File: src/verilog/dsf_pkg.sv
/*
  dsf_pkg: constants of the serial frame decoder of a quad 12-bit DAC.
  Assumes: included by every dsf_* design module, used by scoped names only.
*/
`default_nettype none

package dsf_pkg;

  // ----------------------------------------------------------------------
  // command word layout
  // ----------------------------------------------------------------------
  localparam logic [4:0] WORD_BITS  = 5'h18;
  localparam logic [4:0] COUNT_OVER = 5'h19;
  localparam int         RW_BIT     = 23;
  localparam int         SEL_HI     = 21;
  localparam int         SEL_LO     = 19;
  localparam int         ADR_HI     = 18;
  localparam int         ADR_LO     = 16;
  localparam int         DATA_HI    = 15;
  localparam int         CODE_LO    = 4;
  localparam int         CODE_BITS  = 12;
  localparam int         RANGE_BITS = 3;
  localparam int         DATA_BITS  = 16;
  localparam int         FLAG_BITS  = 4;

  // ----------------------------------------------------------------------
  // register select and channel address codes
  // ----------------------------------------------------------------------
  localparam logic [2:0] SEL_DAC    = 3'h0;
  localparam logic [2:0] SEL_RANGE  = 3'h1;
  localparam logic [2:0] SEL_POWER  = 3'h2;
  localparam logic [2:0] SEL_CTRL   = 3'h3;
  localparam logic [2:0] ADR_ALL    = 3'h4;
  localparam logic [2:0] CTRL_FLAGS = 3'h1;
  localparam logic [2:0] CTRL_CLEAR = 3'h4;

  // ----------------------------------------------------------------------
  // output ranges and gains (gain in hundredths)
  // ----------------------------------------------------------------------
  localparam logic [2:0] RANGE_P5   = 3'h0;
  localparam logic [2:0] RANGE_P10  = 3'h1;
  localparam logic [2:0] RANGE_P108 = 3'h2;
  localparam logic [2:0] RANGE_B5   = 3'h3;
  localparam logic [2:0] RANGE_B10  = 3'h4;
  localparam logic [2:0] RANGE_B108 = 3'h5;
  localparam logic [8:0] GAIN_5     = 9'h0C8;
  localparam logic [8:0] GAIN_10    = 9'h190;
  localparam logic [8:0] GAIN_108   = 9'h1B0;
  localparam int         BIP_SHIFT  = 11;
  localparam int         UNI_SHIFT  = 12;

  // ----------------------------------------------------------------------
  // control flags, codes and reset values
  // ----------------------------------------------------------------------
  localparam int          FLAG_SDO_OFF = 0;
  localparam int          FLAG_CLR_SEL = 1;
  localparam logic [11:0] CODE_ZERO    = 12'h000;
  localparam logic [11:0] CODE_MID     = 12'h800;
  localparam logic [15:0] POWER_MASK   = 16'h001F;
  localparam logic [11:0] CODE_RESET   = 12'h000;
  localparam logic [2:0]  RANGE_RESET  = 3'h0;
  localparam logic [15:0] POWER_RESET  = 16'h0000;
  localparam logic [3:0]  CTRL_RESET   = 4'h4;

endpackage : dsf_pkg

`default_nettype wire

File: src/verilog/dsf_serial_port.sv
/*
  dsf_serial_port: 24-bit shift port, receive and readback transmit.
  Assumes: serial_clk, frame_sync_n and data are synchronous to mclk
  and each serial_clk level lasts at least one mclk period.
*/
`timescale 1ns/100ps
`default_nettype none

module dsf_serial_port (
  // clock and reset
  input  wire logic                            mclk,
  input  wire logic                            resetn,
  // link pins
  input  wire logic                            serial_clk,
  input  wire logic                            frame_sync_n,
  input  wire logic                            serial_data_in,
  output logic                                 serial_data_out,
  // word side
  input  wire logic [dsf_pkg::WORD_BITS-1:0]   tx_word,
  input  wire logic                            tx_arm,
  output logic      [dsf_pkg::WORD_BITS-1:0]   rx_word,
  output logic                                 rx_valid
);

  typedef enum {link_idle, link_frame} dsf_link_type;

  dsf_link_type              state, next_state;
  logic                      clk_prev, sclk_rise, start, stop;
  logic [4:0]                count, next_count, base;
  logic [23:0]               shift, next_shift;
  logic [23:0]               tx_shift, next_tx_shift;
  logic [23:0]               tx_pend, next_tx_pend;
  logic [23:0]               next_rx_word;
  logic                      next_rx_valid;

  // ----------------------------------------------------------------------
  // framing and shifting
  // ----------------------------------------------------------------------
  always_comb begin
    sclk_rise  = serial_clk && !clk_prev;
    start      = (state == link_idle) && !frame_sync_n;
    stop       = (state == link_frame) && frame_sync_n;
    next_state = start ? link_frame : (stop ? link_idle : state);
    base       = start ? 5'h00 : count;
    next_count = base;
    next_shift = shift;
    next_tx_shift = start ? tx_pend : tx_shift;
    next_tx_pend  = tx_arm ? tx_word : (start ? 24'h000000 : tx_pend);
    if (!frame_sync_n && sclk_rise) begin
      next_shift = {shift[22:0], serial_data_in};
      // saturate so an overlong frame never looks like a whole word
      if (base != dsf_pkg::COUNT_OVER) begin
        next_count = base + 5'h01;
      end
      if (!start) begin
        next_tx_shift = {tx_shift[22:0], 1'b0};
      end
    end
    next_rx_valid = stop && (count == dsf_pkg::WORD_BITS);
    next_rx_word  = next_rx_valid ? shift : rx_word;
  end

  always_ff @(posedge mclk or negedge resetn) begin
    if (!resetn) begin
      state           <= link_idle;
      clk_prev        <= 1'b0;
      count           <= 5'h00;
      shift           <= 24'h000000;
      tx_shift        <= 24'h000000;
      tx_pend         <= 24'h000000;
      rx_word         <= 24'h000000;
      rx_valid        <= 1'b0;
      serial_data_out <= 1'b0;
    end else begin
      state           <= next_state;
      clk_prev        <= serial_clk;
      count           <= next_count;
      shift           <= next_shift;
      tx_shift        <= next_tx_shift;
      tx_pend         <= next_tx_pend;
      rx_word         <= next_rx_word;
      rx_valid        <= next_rx_valid;
      serial_data_out <= next_tx_shift[23];
    end
  end
endmodule : dsf_serial_port

`default_nettype wire

File: src/verilog/dsf_level_map.sv
/*
  dsf_level_map: registered map of one 12-bit code to a signed level.
  Assumes: level is in units of one hundredth of the reference LSB.
*/
`timescale 1ns/100ps
`default_nettype none

module dsf_level_map #(
  parameter int REF_BITS   = 16,
  parameter int LEVEL_BITS = 28
) (
  // clock and reset
  input  wire logic                                mclk,
  input  wire logic                                resetn,
  // code and setup
  input  wire logic [dsf_pkg::CODE_BITS-1:0]       code,
  input  wire logic [dsf_pkg::RANGE_BITS-1:0]      range,
  input  wire logic                                twos,
  input  wire logic [REF_BITS-1:0]                 ref_level,
  // result
  output logic signed [LEVEL_BITS-1:0]             level
);

  logic               bipolar;
  logic [8:0]         gain;
  logic signed [12:0] value;
  logic signed [47:0] prod;
  logic signed [47:0] next_wide;

  always_comb begin
    bipolar = range inside {dsf_pkg::RANGE_B5, dsf_pkg::RANGE_B10,
                            dsf_pkg::RANGE_B108};
    unique case (range)
      dsf_pkg::RANGE_P5,   dsf_pkg::RANGE_B5:   gain = dsf_pkg::GAIN_5;
      dsf_pkg::RANGE_P10,  dsf_pkg::RANGE_B10:  gain = dsf_pkg::GAIN_10;
      dsf_pkg::RANGE_P108, dsf_pkg::RANGE_B108: gain = dsf_pkg::GAIN_108;
      default:                                  gain = 9'h000;
    endcase
    if (!bipolar) begin
      value = $signed({1'b0, code});
    end else if (twos) begin
      value = $signed({code[11], code});
    end else begin
      // offset binary is twos complement with the top bit inverted
      value = $signed({~code[11], ~code[11], code[10:0]});
    end
    prod = 48'(value) * $signed({39'h0, gain}) *
           $signed(48'(ref_level));
    next_wide = bipolar ? (prod >>> dsf_pkg::BIP_SHIFT)
                        : (prod >>> dsf_pkg::UNI_SHIFT);
  end

  always_ff @(posedge mclk or negedge resetn) begin
    if (!resetn) begin
      level <= '0;
    end else begin
      level <= next_wide[LEVEL_BITS-1:0];
    end
  end
endmodule : dsf_level_map

`default_nettype wire

File: src/verilog/dsf_frame_decode.sv
/*
  dsf_frame_decode: command word decoder and register file of a quad
  12-bit DAC, with per-channel output level mapping.
  Assumes: a host shifts 24-bit words on serial_clk rising edges while
  frame_sync_n is low; all inputs are synchronous to mclk.
*/
// Contract
// - each command word is 24 bits, shifted in most significant first
// - bit 23 read flag, 22 reserved, 21-19 select, 18-16 channel, 15-0 data
// - the read flag chooses reading or writing the addressed register
// - select 000 data, 001 range, 010 power, 011 control register
// - every register can be written and read back
// - the payload is 16 bits in the low word positions
// - offset binary: code 800 is zero, steps of 1/2048 half range
// - twos complement: 000 zero, 7FF most positive, 800 most negative
// - straight binary: zero at code zero, steps of 1/4096 full scale
// - reference gain 2, 4 or 4.32 by range applied to fraction
// - data code sits in bits 15 to 4, low four ignored
// - range field low three bits: +5, +10, +10.8, bipolar 5, 10, 10.8
`timescale 1ns/100ps
`default_nettype none

module dsf_frame_decode #(
  parameter int REF_BITS   = 16,
  parameter int LEVEL_BITS = 28
) (
  // clock and reset
  input  wire logic                                   mclk,
  input  wire logic                                   resetn,
  // serial link
  input  wire logic                                   serial_clk,
  input  wire logic                                   frame_sync_n,
  input  wire logic                                   serial_data_in,
  output logic                                        serial_data_out,
  output logic                                        serial_data_out_en,
  // strap and reference
  input  wire logic                                   coding_select_pin,
  input  wire logic [REF_BITS-1:0]                    reference_input_level,
  // channel state
  output logic [3:0][dsf_pkg::CODE_BITS-1:0]          channel_code,
  output logic [3:0][dsf_pkg::RANGE_BITS-1:0]         channel_range,
  output logic [3:0][LEVEL_BITS-1:0]                  channel_level,
  // device state
  output logic [dsf_pkg::DATA_BITS-1:0]               power_control,
  output logic [dsf_pkg::FLAG_BITS-1:0]               control_flags,
  output logic                                        coding_twos
);

  // ----------------------------------------------------------------------
  // declarations
  // ----------------------------------------------------------------------
  logic [23:0]                               rx_word;
  logic                                      rx_valid;
  logic [23:0]                               tx_word, next_tx_word;
  logic                                      tx_arm, next_tx_arm;
  logic                                      wr, rd;
  logic [2:0]                                sel, adr;
  logic [15:0]                               data, read_data;
  logic [3:0][dsf_pkg::CODE_BITS-1:0]        next_code;
  logic [3:0][dsf_pkg::RANGE_BITS-1:0]       next_range;
  logic [15:0]                               next_power;
  logic [3:0]                                next_flags;
  logic                                      next_sdo_en;
  logic                                      strap_taken;
  logic                                      next_twos;

  // ----------------------------------------------------------------------
  // serial port
  // ----------------------------------------------------------------------
  dsf_serial_port u_port (
    .mclk            (mclk),
    .resetn          (resetn),
    .serial_clk      (serial_clk),
    .frame_sync_n    (frame_sync_n),
    .serial_data_in  (serial_data_in),
    .serial_data_out (serial_data_out),
    .tx_word         (tx_word),
    .tx_arm          (tx_arm),
    .rx_word         (rx_word),
    .rx_valid        (rx_valid)
  );

  // ----------------------------------------------------------------------
  // word fields
  // ----------------------------------------------------------------------
  // the reserved bit is not checked; the host keeps it low
  assign wr   = rx_valid && !rx_word[dsf_pkg::RW_BIT];
  assign rd   = rx_valid && rx_word[dsf_pkg::RW_BIT];
  assign sel  = rx_word[dsf_pkg::SEL_HI:dsf_pkg::SEL_LO];
  assign adr  = rx_word[dsf_pkg::ADR_HI:dsf_pkg::ADR_LO];
  assign data = rx_word[dsf_pkg::DATA_HI:0];

  // ----------------------------------------------------------------------
  // per-channel data and range registers
  // ----------------------------------------------------------------------
  for (genvar g = 0; g < 4; g++) begin : gen_ch
    logic                         hit;
    logic                         bip;
    logic [dsf_pkg::CODE_BITS-1:0] clr_code;

    always_comb begin
      hit = (adr == 3'(g)) || (adr == dsf_pkg::ADR_ALL);
      bip = channel_range[g] >= dsf_pkg::RANGE_B5;
      // clear lands on 0 V or on midscale / negative full scale
      clr_code = ((bip && !coding_twos) ^
                  control_flags[dsf_pkg::FLAG_CLR_SEL]) ?
                 dsf_pkg::CODE_MID : dsf_pkg::CODE_ZERO;
      next_code[g]  = channel_code[g];
      next_range[g] = channel_range[g];
      if (wr && hit && sel == dsf_pkg::SEL_DAC) begin
        next_code[g] = data[dsf_pkg::DATA_HI:dsf_pkg::CODE_LO];
      end else if (wr && sel == dsf_pkg::SEL_CTRL &&
                   adr == dsf_pkg::CTRL_CLEAR) begin
        next_code[g] = clr_code;
      end
      // unknown range codes are refused so the level stays defined
      if (wr && hit && sel == dsf_pkg::SEL_RANGE &&
          data[2:0] <= dsf_pkg::RANGE_B108) begin
        next_range[g] = data[2:0];
      end
    end

    dsf_level_map #(
      .REF_BITS   (REF_BITS),
      .LEVEL_BITS (LEVEL_BITS)
    ) u_map (
      .mclk      (mclk),
      .resetn    (resetn),
      .code      (channel_code[g]),
      .range     (channel_range[g]),
      .twos      (coding_twos),
      .ref_level (reference_input_level),
      .level     (channel_level[g])
    );
  end

  always_ff @(posedge mclk or negedge resetn) begin
    if (!resetn) begin
      channel_code  <= {4{dsf_pkg::CODE_RESET}};
      channel_range <= {4{dsf_pkg::RANGE_RESET}};
    end else begin
      channel_code  <= next_code;
      channel_range <= next_range;
    end
  end

  // ----------------------------------------------------------------------
  // power, control, strap and readback
  // ----------------------------------------------------------------------
  always_comb begin
    unique case (sel)
      dsf_pkg::SEL_DAC:
        read_data = adr[2] ? 16'h0000
                  : {channel_code[adr[1:0]], 4'h0};
      dsf_pkg::SEL_RANGE:
        read_data = adr[2] ? 16'h0000
                  : {13'h0000, channel_range[adr[1:0]]};
      dsf_pkg::SEL_POWER:
        read_data = power_control;
      dsf_pkg::SEL_CTRL:
        read_data = {12'h000, control_flags};
      default:
        read_data = 16'h0000;
    endcase
    next_power   = power_control;
    next_flags   = control_flags;
    next_tx_arm  = 1'b0;
    next_tx_word = tx_word;
    if (wr && sel == dsf_pkg::SEL_POWER) begin
      next_power = data & dsf_pkg::POWER_MASK;
    end
    if (wr && sel == dsf_pkg::SEL_CTRL &&
        adr == dsf_pkg::CTRL_FLAGS) begin
      next_flags = data[3:0];
    end
    if (rd) begin
      next_tx_arm  = 1'b1;
      next_tx_word = {rx_word[23:16], read_data};
    end
    next_sdo_en = !next_flags[dsf_pkg::FLAG_SDO_OFF];
    // strap is caught once after reset; a moving pin would reinterpret
    // every code stored on a channel with a bipolar range
    next_twos = strap_taken ? coding_twos : !coding_select_pin;
  end

  always_ff @(posedge mclk or negedge resetn) begin
    if (!resetn) begin
      power_control      <= dsf_pkg::POWER_RESET;
      control_flags      <= dsf_pkg::CTRL_RESET;
      serial_data_out_en <= ~dsf_pkg::CTRL_RESET[dsf_pkg::FLAG_SDO_OFF];
      tx_arm             <= 1'b0;
      tx_word            <= 24'h000000;
      strap_taken        <= 1'b0;
      coding_twos        <= 1'b0;
    end else begin
      power_control      <= next_power;
      control_flags      <= next_flags;
      serial_data_out_en <= next_sdo_en;
      tx_arm             <= next_tx_arm;
      tx_word            <= next_tx_word;
      strap_taken        <= 1'b1;
      coding_twos        <= next_twos;
    end
  end
endmodule : dsf_frame_decode

`default_nettype wire

File: config.mk
export PLATFORM = sky130hd
export DESIGN_NAME = dsf_frame_decode
export DESIGN_NICKNAME = d
export VERILOG_FILES = /design/src/verilog/dsf_pkg.sv /design/src/verilog/dsf_serial_port.sv /design/src/verilog/dsf_level_map.sv /design/src/verilog/dsf_frame_decode.sv
export SDC_FILE = /design/constraint.sdc
export NUM_CORES = 2
export LEC_CHECK = 0
export ABC_AREA = 1
export BUFFER_PORTS_ARGS = -buffer_cell sky130_fd_sc_hd__buf_2
export CELL_PAD_IN_SITES_DETAIL_PLACEMENT = 1
export CELL_PAD_IN_SITES_GLOBAL_PLACEMENT = 2
export CORE_MARGIN = 2
export CORE_UTILIZATION = 43
export DETAILED_ROUTE_END_ITERATION = 10
export PLACE_DENSITY_LB_ADDON = 0.1
export SLEW_MARGIN = 20
export SYNTH_ARGS = -nofsm -noshare
export SYNTH_HDL_FRONTEND = slang
export SYNTH_SLANG_ARGS = --single-unit
File: constraint.sdc
create_clock -name mclk -period 27.4 [get_ports mclk]
set_clock_uncertainty 0.15 [all_clocks]
set_input_delay 5.48 -clock mclk [delete_from_list [all_inputs] [get_ports mclk]]
set_output_delay 5.48 -clock mclk [all_outputs]
set_load 0.01 [all_outputs]
# Yosys cells after proc, flatten, opt, wreduce, memory -nomap -nowiden
# Index checks and enable logic that the tools add are counted.
# W data, S select, Z words.
[totals] reg_bits=345 output_inout_bits=195
[classes] addsub=1 multipliers=8 order_cmp=6 eq_ne=30 mux=47 bitwise=8 n_reduce_logical=70
[op_table] op="$mul A23 B17 Y40" n=4
[op_table] op="$mux W12" n=13
[op_table] op="$mux W24" n=5
[op_table] op="$mux W28" n=4
[op_table] op="$pmux W9 S3" n=4
[op_table] op="$mux W13" n=8
[op_table] op="$mul A13 B10 Y23" n=4
[op_table] op="$mux W32" n=2
[op_table] op="$pmux W16 S4" n=1
[op_table] op="$eq A3 B2 Y1 const B" n=12
[op_table] op="$eq A32 B2 Y1 const B" n=1
[op_table] op="$logic_not A32 Y1" n=1
[op_table] op="$logic_and A1 B1 Y1" n=31
[op_table] op="$eq A3 B3 Y1 const B" n=9
[op_table] op="$bmux W12 S2" n=1
[op_table] op="$reduce_or A2 Y1" n=12
[op_table] op="$eq A3 B1 Y1 const B" n=6
[op_table] op="$logic_not A3 Y1" n=6
[op_table] op="$mux W16" n=1
[op_table] op="$mux W5" n=3
[op_table] op="$ge A3 B2 Y1 const B" n=4
[op_table] op="$reduce_bool A2 Y1" n=6
[op_table] op="$reduce_bool A3 Y1" n=4
[op_table] op="$bmux W3 S2" n=1
[op_table] op="other kinds (11)" n=27

# Longest topological paths before layout
[depth] ltp_word=6 depth_mapped=56

# By module
# Synthesis repeated with hierarchy kept, for this count alone.
[hier_totals] cells_unflattened=9673 hier_area_um2=76428.3
[modules_own_cells] module="dsf_level_map (gen_ch[1].u_map ...)" n_inst=2 cells_per_inst=2162 area_each_um2=16985.0 seq_area_each_um2=700.7
[modules_own_cells] module="dsf_level_map (gen_ch[0].u_map)" n_inst=1 cells_per_inst=2154 area_each_um2=16748.6 seq_area_each_um2=700.7
[modules_own_cells] module="dsf_level_map (gen_ch[3].u_map)" n_inst=1 cells_per_inst=2149 area_each_um2=16732.3 seq_area_each_um2=700.7
[modules_own_cells] module="dsf_frame_decode" n_inst=1 cells_per_inst=550 area_each_um2=4558.1 seq_area_each_um2=2429.8
[modules_own_cells] module="dsf_serial_port" n_inst=1 cells_per_inst=496 area_each_um2=4419.2 seq_area_each_um2=2602.5

# Worst setup path after synthesis
# Ideal clock, no wire load.
[synth_path] kind="input to register" startpoint="input port reference_input_level[6]" endpoint="register gen_ch[1].u_map.level[27]" setup_ns=0.118 t_arrival_ns=11.076 path_slack_ns=16.056 stages=25 path_buffers=3 path_cell_list="clkbuf_1 -> inv_1 -> clkbuf_1 -> nor2_1 -> inv_1 -> fa_1 -> inv_1 -> fa_1 -> clkbuf_1 -> inv_1 -> fa_1 -> fa_1 -> inv_1 -> fa_1 -> inv_1 -> fa_1 -> inv_1 -> ha_1 -> a21o_1 -> a31oi_1 -> o21ai_0 -> a21oi_1 -> nand3b_1 -> nand3_1 -> nand2_1"
[synth_between] elab_chain_cells=2
[synth_lines] element="from (decl)" line_no="dsf_frame_decode.sv:38" source="input wire logic [REF_BITS-1:0] reference_input_level,"
[synth_lines] element="$mul A23 B17 Y40" line_no="dsf_level_map.sv:47" source="prod = 48'(value) * $signed({39'h0, gain}) *"
[synth_lines] element="$mux W28" line_no="dsf_level_map.sv:49" source="next_wide = bipolar ? (prod >>> dsf_pkg::BIP_SHIFT)"
[synth_lines] element="via gen_ch[1].u_map.next_wide[27]" line_no="dsf_level_map.sv:28" source="logic signed [47:0] next_wide;"
[synth_lines] element="to (signal assigned)" line_no="dsf_level_map.sv:57" source="level <= next_wide[LEVEL_BITS-1:0];"
[synth_lines] element="to (decl)" line_no="dsf_level_map.sv:21" source="output logic signed [LEVEL_BITS-1:0] level"
# The timed path passes the listed nets, and every way through them passes these cells.
# A chain may end at the register's enable or synchronous reset.

# Final worst setup path
[layout_path] startpoint="input port reference_input_level[2]" endpoint="register gen_ch[2].u_map.level[27]"
[layout_between] elab_chain_cells=2
[layout_lines] element="$mul A23 B17 Y40" line_no="dsf_level_map.sv:47"
[layout_lines] element="$mux W28" line_no="dsf_level_map.sv:49"
[layout_lines] element="via gen_ch[2].u_map.next_wide[27]" line_no="dsf_level_map.sv:28"
[layout_lines] element="to (signal assigned)" line_no="dsf_level_map.sv:57"
[layout_lines] element="to (decl)" line_no="dsf_level_map.sv:21"
# The timed path passes the listed nets, and every way through them passes these cells.

==> impl_metrics.py <==
metrics = {
    "setup_path": {
        "slowest_delay_ns": 1.06,
        "crit_end": "gen_ch[2].u_map.level[27]$_DFF_PN0_",
        "rr_worst_depth": 40,
        "worst_setup_path_end_kind": "flop",
        "cp_max_fo": 17,
        "critical_path.most_common_cell": "fa_1",
        "required_ns": 27.77,
        "worstReg2RegStart": "channel_range[3]$_DFFE_PN0P_",
        "r2r_slack_ns": 15.21,
        "timing.rr.end": "gen_ch[1].u_map.level[26]$_DFF_PN0_",
        "slowest_stage": "fa_1",
        "crit_arrival_ns": 12.69,
        "start_kind": "input port",
        "crit_type": "in -> reg",
        "critPathLaunch": "reference_input_level[2]",
        "path_cells": "buf_2 -> inv_1 -> buf_4 -> nor2_1 -> fa_1 -> fa_1 -> inv_1 -> fa_1 -> fa_1 -> inv_1 -> fa_1 -> inv_1 -> fa_1 -> inv_1 -> ha_1 -> a21o_1 -> a31oi_1 -> o21ai_0 -> a21oi_1 -> nand3b_1 -> nand3_1 -> nand2_1",
    },
    "clock_network": {
        "cts_buffers": 41,
        "clockRootBuffer": "clkbuf_16",
        "insertion_delay_ns": 0.68,
        "post_cts_buffers": 0,
        "htreeDepth": 2,
        "cts.repair.resized": 0,
        "cts.sinks": 313,
        "tritoncts": "built",
        "hold_buffers": 0,
        "clkSlewWorstSetupHoldPaths_ns": 0.06,
        "clockBufferDepth": 3,
    },
    "yosys": {
        "synthTopCellsByArea": "fa_1 39%, inv_1 12%, ha_1 11%",
        "syn_area_per_cell_sq_um": 7.94,
        "ys_ff_latch": 313,
        "netlist_area_sq_um": 75000,
        "ys.flop_type": "dfrtp_1",
        "synth.most_common_cell": "inv_1",
        "synth_edf_count": 0,
        "ys_warn_count": 0,
        "ys_types": 60,
        "synth_top_cell_area_share": 0.393,
        "syn_inst": 9447,
        "seq_area_frac_synth": 0.104,
        "async_flop_share": 1.00,
        "yosysTopAreaCell": "fa_1",
        "ys_top_cells_by_count": "2483 x inv_1, 1850 x nand2_1, 1472 x fa_1",
    },
    "timing": {
        "fin_crit_ns": 12.32,
        "finalCritPeriodShare": 0.450,
        "worstMarginPinSlew_ns": 1.09,
        "rsz0062_at_grt": "false",
        "slew_headroom": 0.272,
        "hold_violations": 0,
        "setup-violations-final": 0,
        "fin_tns_setup_ns": 0,
        "slew_viol_final": 0,
        "fmax_ghz": 0.0812,
    },
    "routing": {
        "ant_nets": 0,
        "drt_iter0_drc": 3060,
        "drt-total-wl_mm": 250,
        "vias": 60900,
        "drc": 0,
        "vias_per_cell": 5.15,
        "wl_per_cell_microns": 21.1,
        "drtPass1Iterations": 6,
    },
    "placement": {
        "gp_congestion": 0.929,
        "io_buffers": 205,
        "post-dp-hpwl_mm": 206,
        "place_area_sq_um": 78300,
    },
    "floorplan": {
        "initial_utilization": 0.432,
        "core_area_sq_um": 174000,
        "die_w_microns": 422,
        "rows": 153,
        "die_area_sq_um": 178000,
        "ios": 217,
        "die_height_microns": 422,
    },
    "final_layout": {
        "drive_above_1_share": 0.0499,
        "nets": 11600,
        "post-route-util": 0.459,
        "num-fill-cells": 21400,
        "finalInstanceArea_sq_um": 79600,
        "syn_to_final_growth_pct": 6.12,
    },
    "power_and_ir_drop": {
        "peakVddDrop_mv": 0.0374,
        "leakage_nw": 45.8,
        "power_density_nw_per_um2": 14.1,
        "finalPower_mw": 1.13,
    },
    "global_routing": {
        "grt_antenna_before_repair": 9,
        "grt_usage": 0.288,
        "grt_max_degree": 79,
        "grt_overflow": 0,
        "grt_pass1_vias": 68800,
        "grt_pass1_wl_mm": 398,
    },
    "hold_path": {
        "hp-class": "reg -> reg",
    },
    "flow_run": {
        "maxCapViolCount": 0,
    },
    "status": {
        "status": "finished, final reports clean",
    },
}
[kinds of logic (layout without fill, tap and decap cells)]
logic type | after synthesis | count (layout) | synth area share
other | 2 | 17 | 0.000100
xor gates and xnor gates | 153 | 153 | 0.0183
buffers and inverters | 2823 | 2858 | 0.142
DFF | 313 | 313 | 0.104
adders and majority gates | 2112 | 2112 | 0.499
and+or+nand+nor | 3383 | 3383 | 0.184
muxes | 7 | 7 | 0.000934
AOI/OAI and AO/OA | 654 | 654 | 0.0501
[how the worst min path moves through the flow]
stage          slack, ns  cells after the start                 endpoint               startpoint
2_1_floorplan       0.27                      2  tx_word[23]$_DFFE_PN0P_  tx_word[23]$_DFFE_PN0P_
3_3_place_gp        0.28                      1  coding_twos$_DFFE_PN0N_    strap_taken$_DFF_PN0_
3_5_place_dp        0.29                      1  coding_twos$_DFFE_PN0N_    strap_taken$_DFF_PN0_
4_1_cts             0.30                      1  coding_twos$_DFFE_PN0N_    strap_taken$_DFF_PN0_
5_1_grt             0.32                      1  coding_twos$_DFFE_PN0N_    strap_taken$_DFF_PN0_
6_report            0.30                      1  coding_twos$_DFFE_PN0N_    strap_taken$_DFF_PN0_
[where the power goes]
group,switching (mW),internal (mW)
clock network,0.244,0.311
registers,0.00505,0.468
logic,0.0865,0.0113
total,0.336,0.790
[sequential cells by signal (all words and copies together) (netlist names)]
register / flops
channel_code: 48
channel_range: 12
coding_twos: 1
control_flags: 4
gen_ch.u_map.level: 112
power_control: 5
serial_data_out_en: 1
strap_taken: 1
tx_arm: 1
tx_word: 24
u_port.clk_prev: 1
u_port.count: 5
u_port.rx_valid: 1
u_port.rx_word: 24
u_port.serial_data_out: 1
u_port.shift: 24
u_port.state: 1
u_port.tx_pend: 24
u_port.tx_shift: 23
[worst max-delay path: cells and delay by family]
| family | cells | cell delay, ns |
|---|---|---|
| adder cells (fa/ha/maj) | 7 | 4.17 |
| buffers and inverters | 7 | 1.79 |
| AO/OA/AOI/OAI | 4 | 0.70 |
| AND/OR/NAND/NOR | 4 | 0.47 |
[routing by layer]
layer / GRT usage / vias to the layer above / share of wire
met5: 0 / - / 0
met4: 0.0937 / 0 / 0.036
met3: 0.0215 / 352 / 0.034
met2: 0.534 / 1254 / 0.53
met1: 0.352 / 31500 / 0.40
li1: - / 27700 / -
[cells in the final DEF (no fill, tap or decap), types with 6 or more instances in the layout]
| cell type | netlist | routed |
|---|---|---|
| a21boi_0 | 7 | 7 |
| a21o_1 | 8 | 8 |
| a21oi_1 | 191 | 191 |
| a221oi_1 | 13 | 13 |
| a22oi_1 | 6 | 6 |
| a31oi_1 | 10 | 10 |
| buf_2 | 16 | 202 |
| buf_4 | 12 | 63 |
| clkbuf_16 | 0 | 41 |
| clkinv_1 | 18 | 15 |
| clkinv_2 | 1 | 15 |
| conb_1 | 2 | 12 |
| dfrtp_1 | 311 | 311 |
| fa_1 | 1472 | 1472 |
| ha_1 | 640 | 640 |
| inv_1 | 2483 | 2481 |
| inv_2 | 14 | 18 |
| mux2i_1 | 7 | 7 |
| nand2_1 | 1850 | 1849 |
| nand2_2 | 37 | 38 |
| nand3_1 | 410 | 410 |
| nand3b_1 | 46 | 46 |
| nand4_1 | 18 | 18 |
| nor2_1 | 901 | 901 |
| nor3_1 | 44 | 44 |
| nor4_1 | 11 | 11 |
| o211ai_1 | 22 | 22 |
| o21a_1 | 8 | 8 |
| o21ai_0 | 235 | 235 |
| o21bai_1 | 41 | 41 |
| o22ai_1 | 89 | 89 |
| or2_2 | 40 | 40 |
| xnor2_1 | 69 | 69 |
| xor2_1 | 80 | 80 |
[stage by stage]
| stage | cells | setup slack [ns] | hold WS, ns |
|---|---|---|---|
| 2_1_floorplan | 9457 | 16.06 | 0.273 |
| 5_1_grt | 11800 | 14.52 | 0.324 |
| 3_3_place_gp | 11700 | 14.51 | 0.280 |
| 4_1_cts | 11800 | 15.13 | 0.302 |
| 3_5_place_dp | 11700 | 14.47 | 0.294 |
| 6_report | 11800 | 15.08 | 0.298 |
[area by class of cell]
cell class	instances	area (sq um)	area share
inverter	2518	9460	0.119
tap	2325	2910	0.0365
clock buffer	47	1100	0.0138
multi-input combinational	6321	56600	0.710
timing repair buffer	266	1500	0.0188
clock inverter	27	267	0.00335
antenna	5	12.5	0.000157
sequential	313	7840	0.0984
Note: power is estimated with default switching activity, not from simulation.
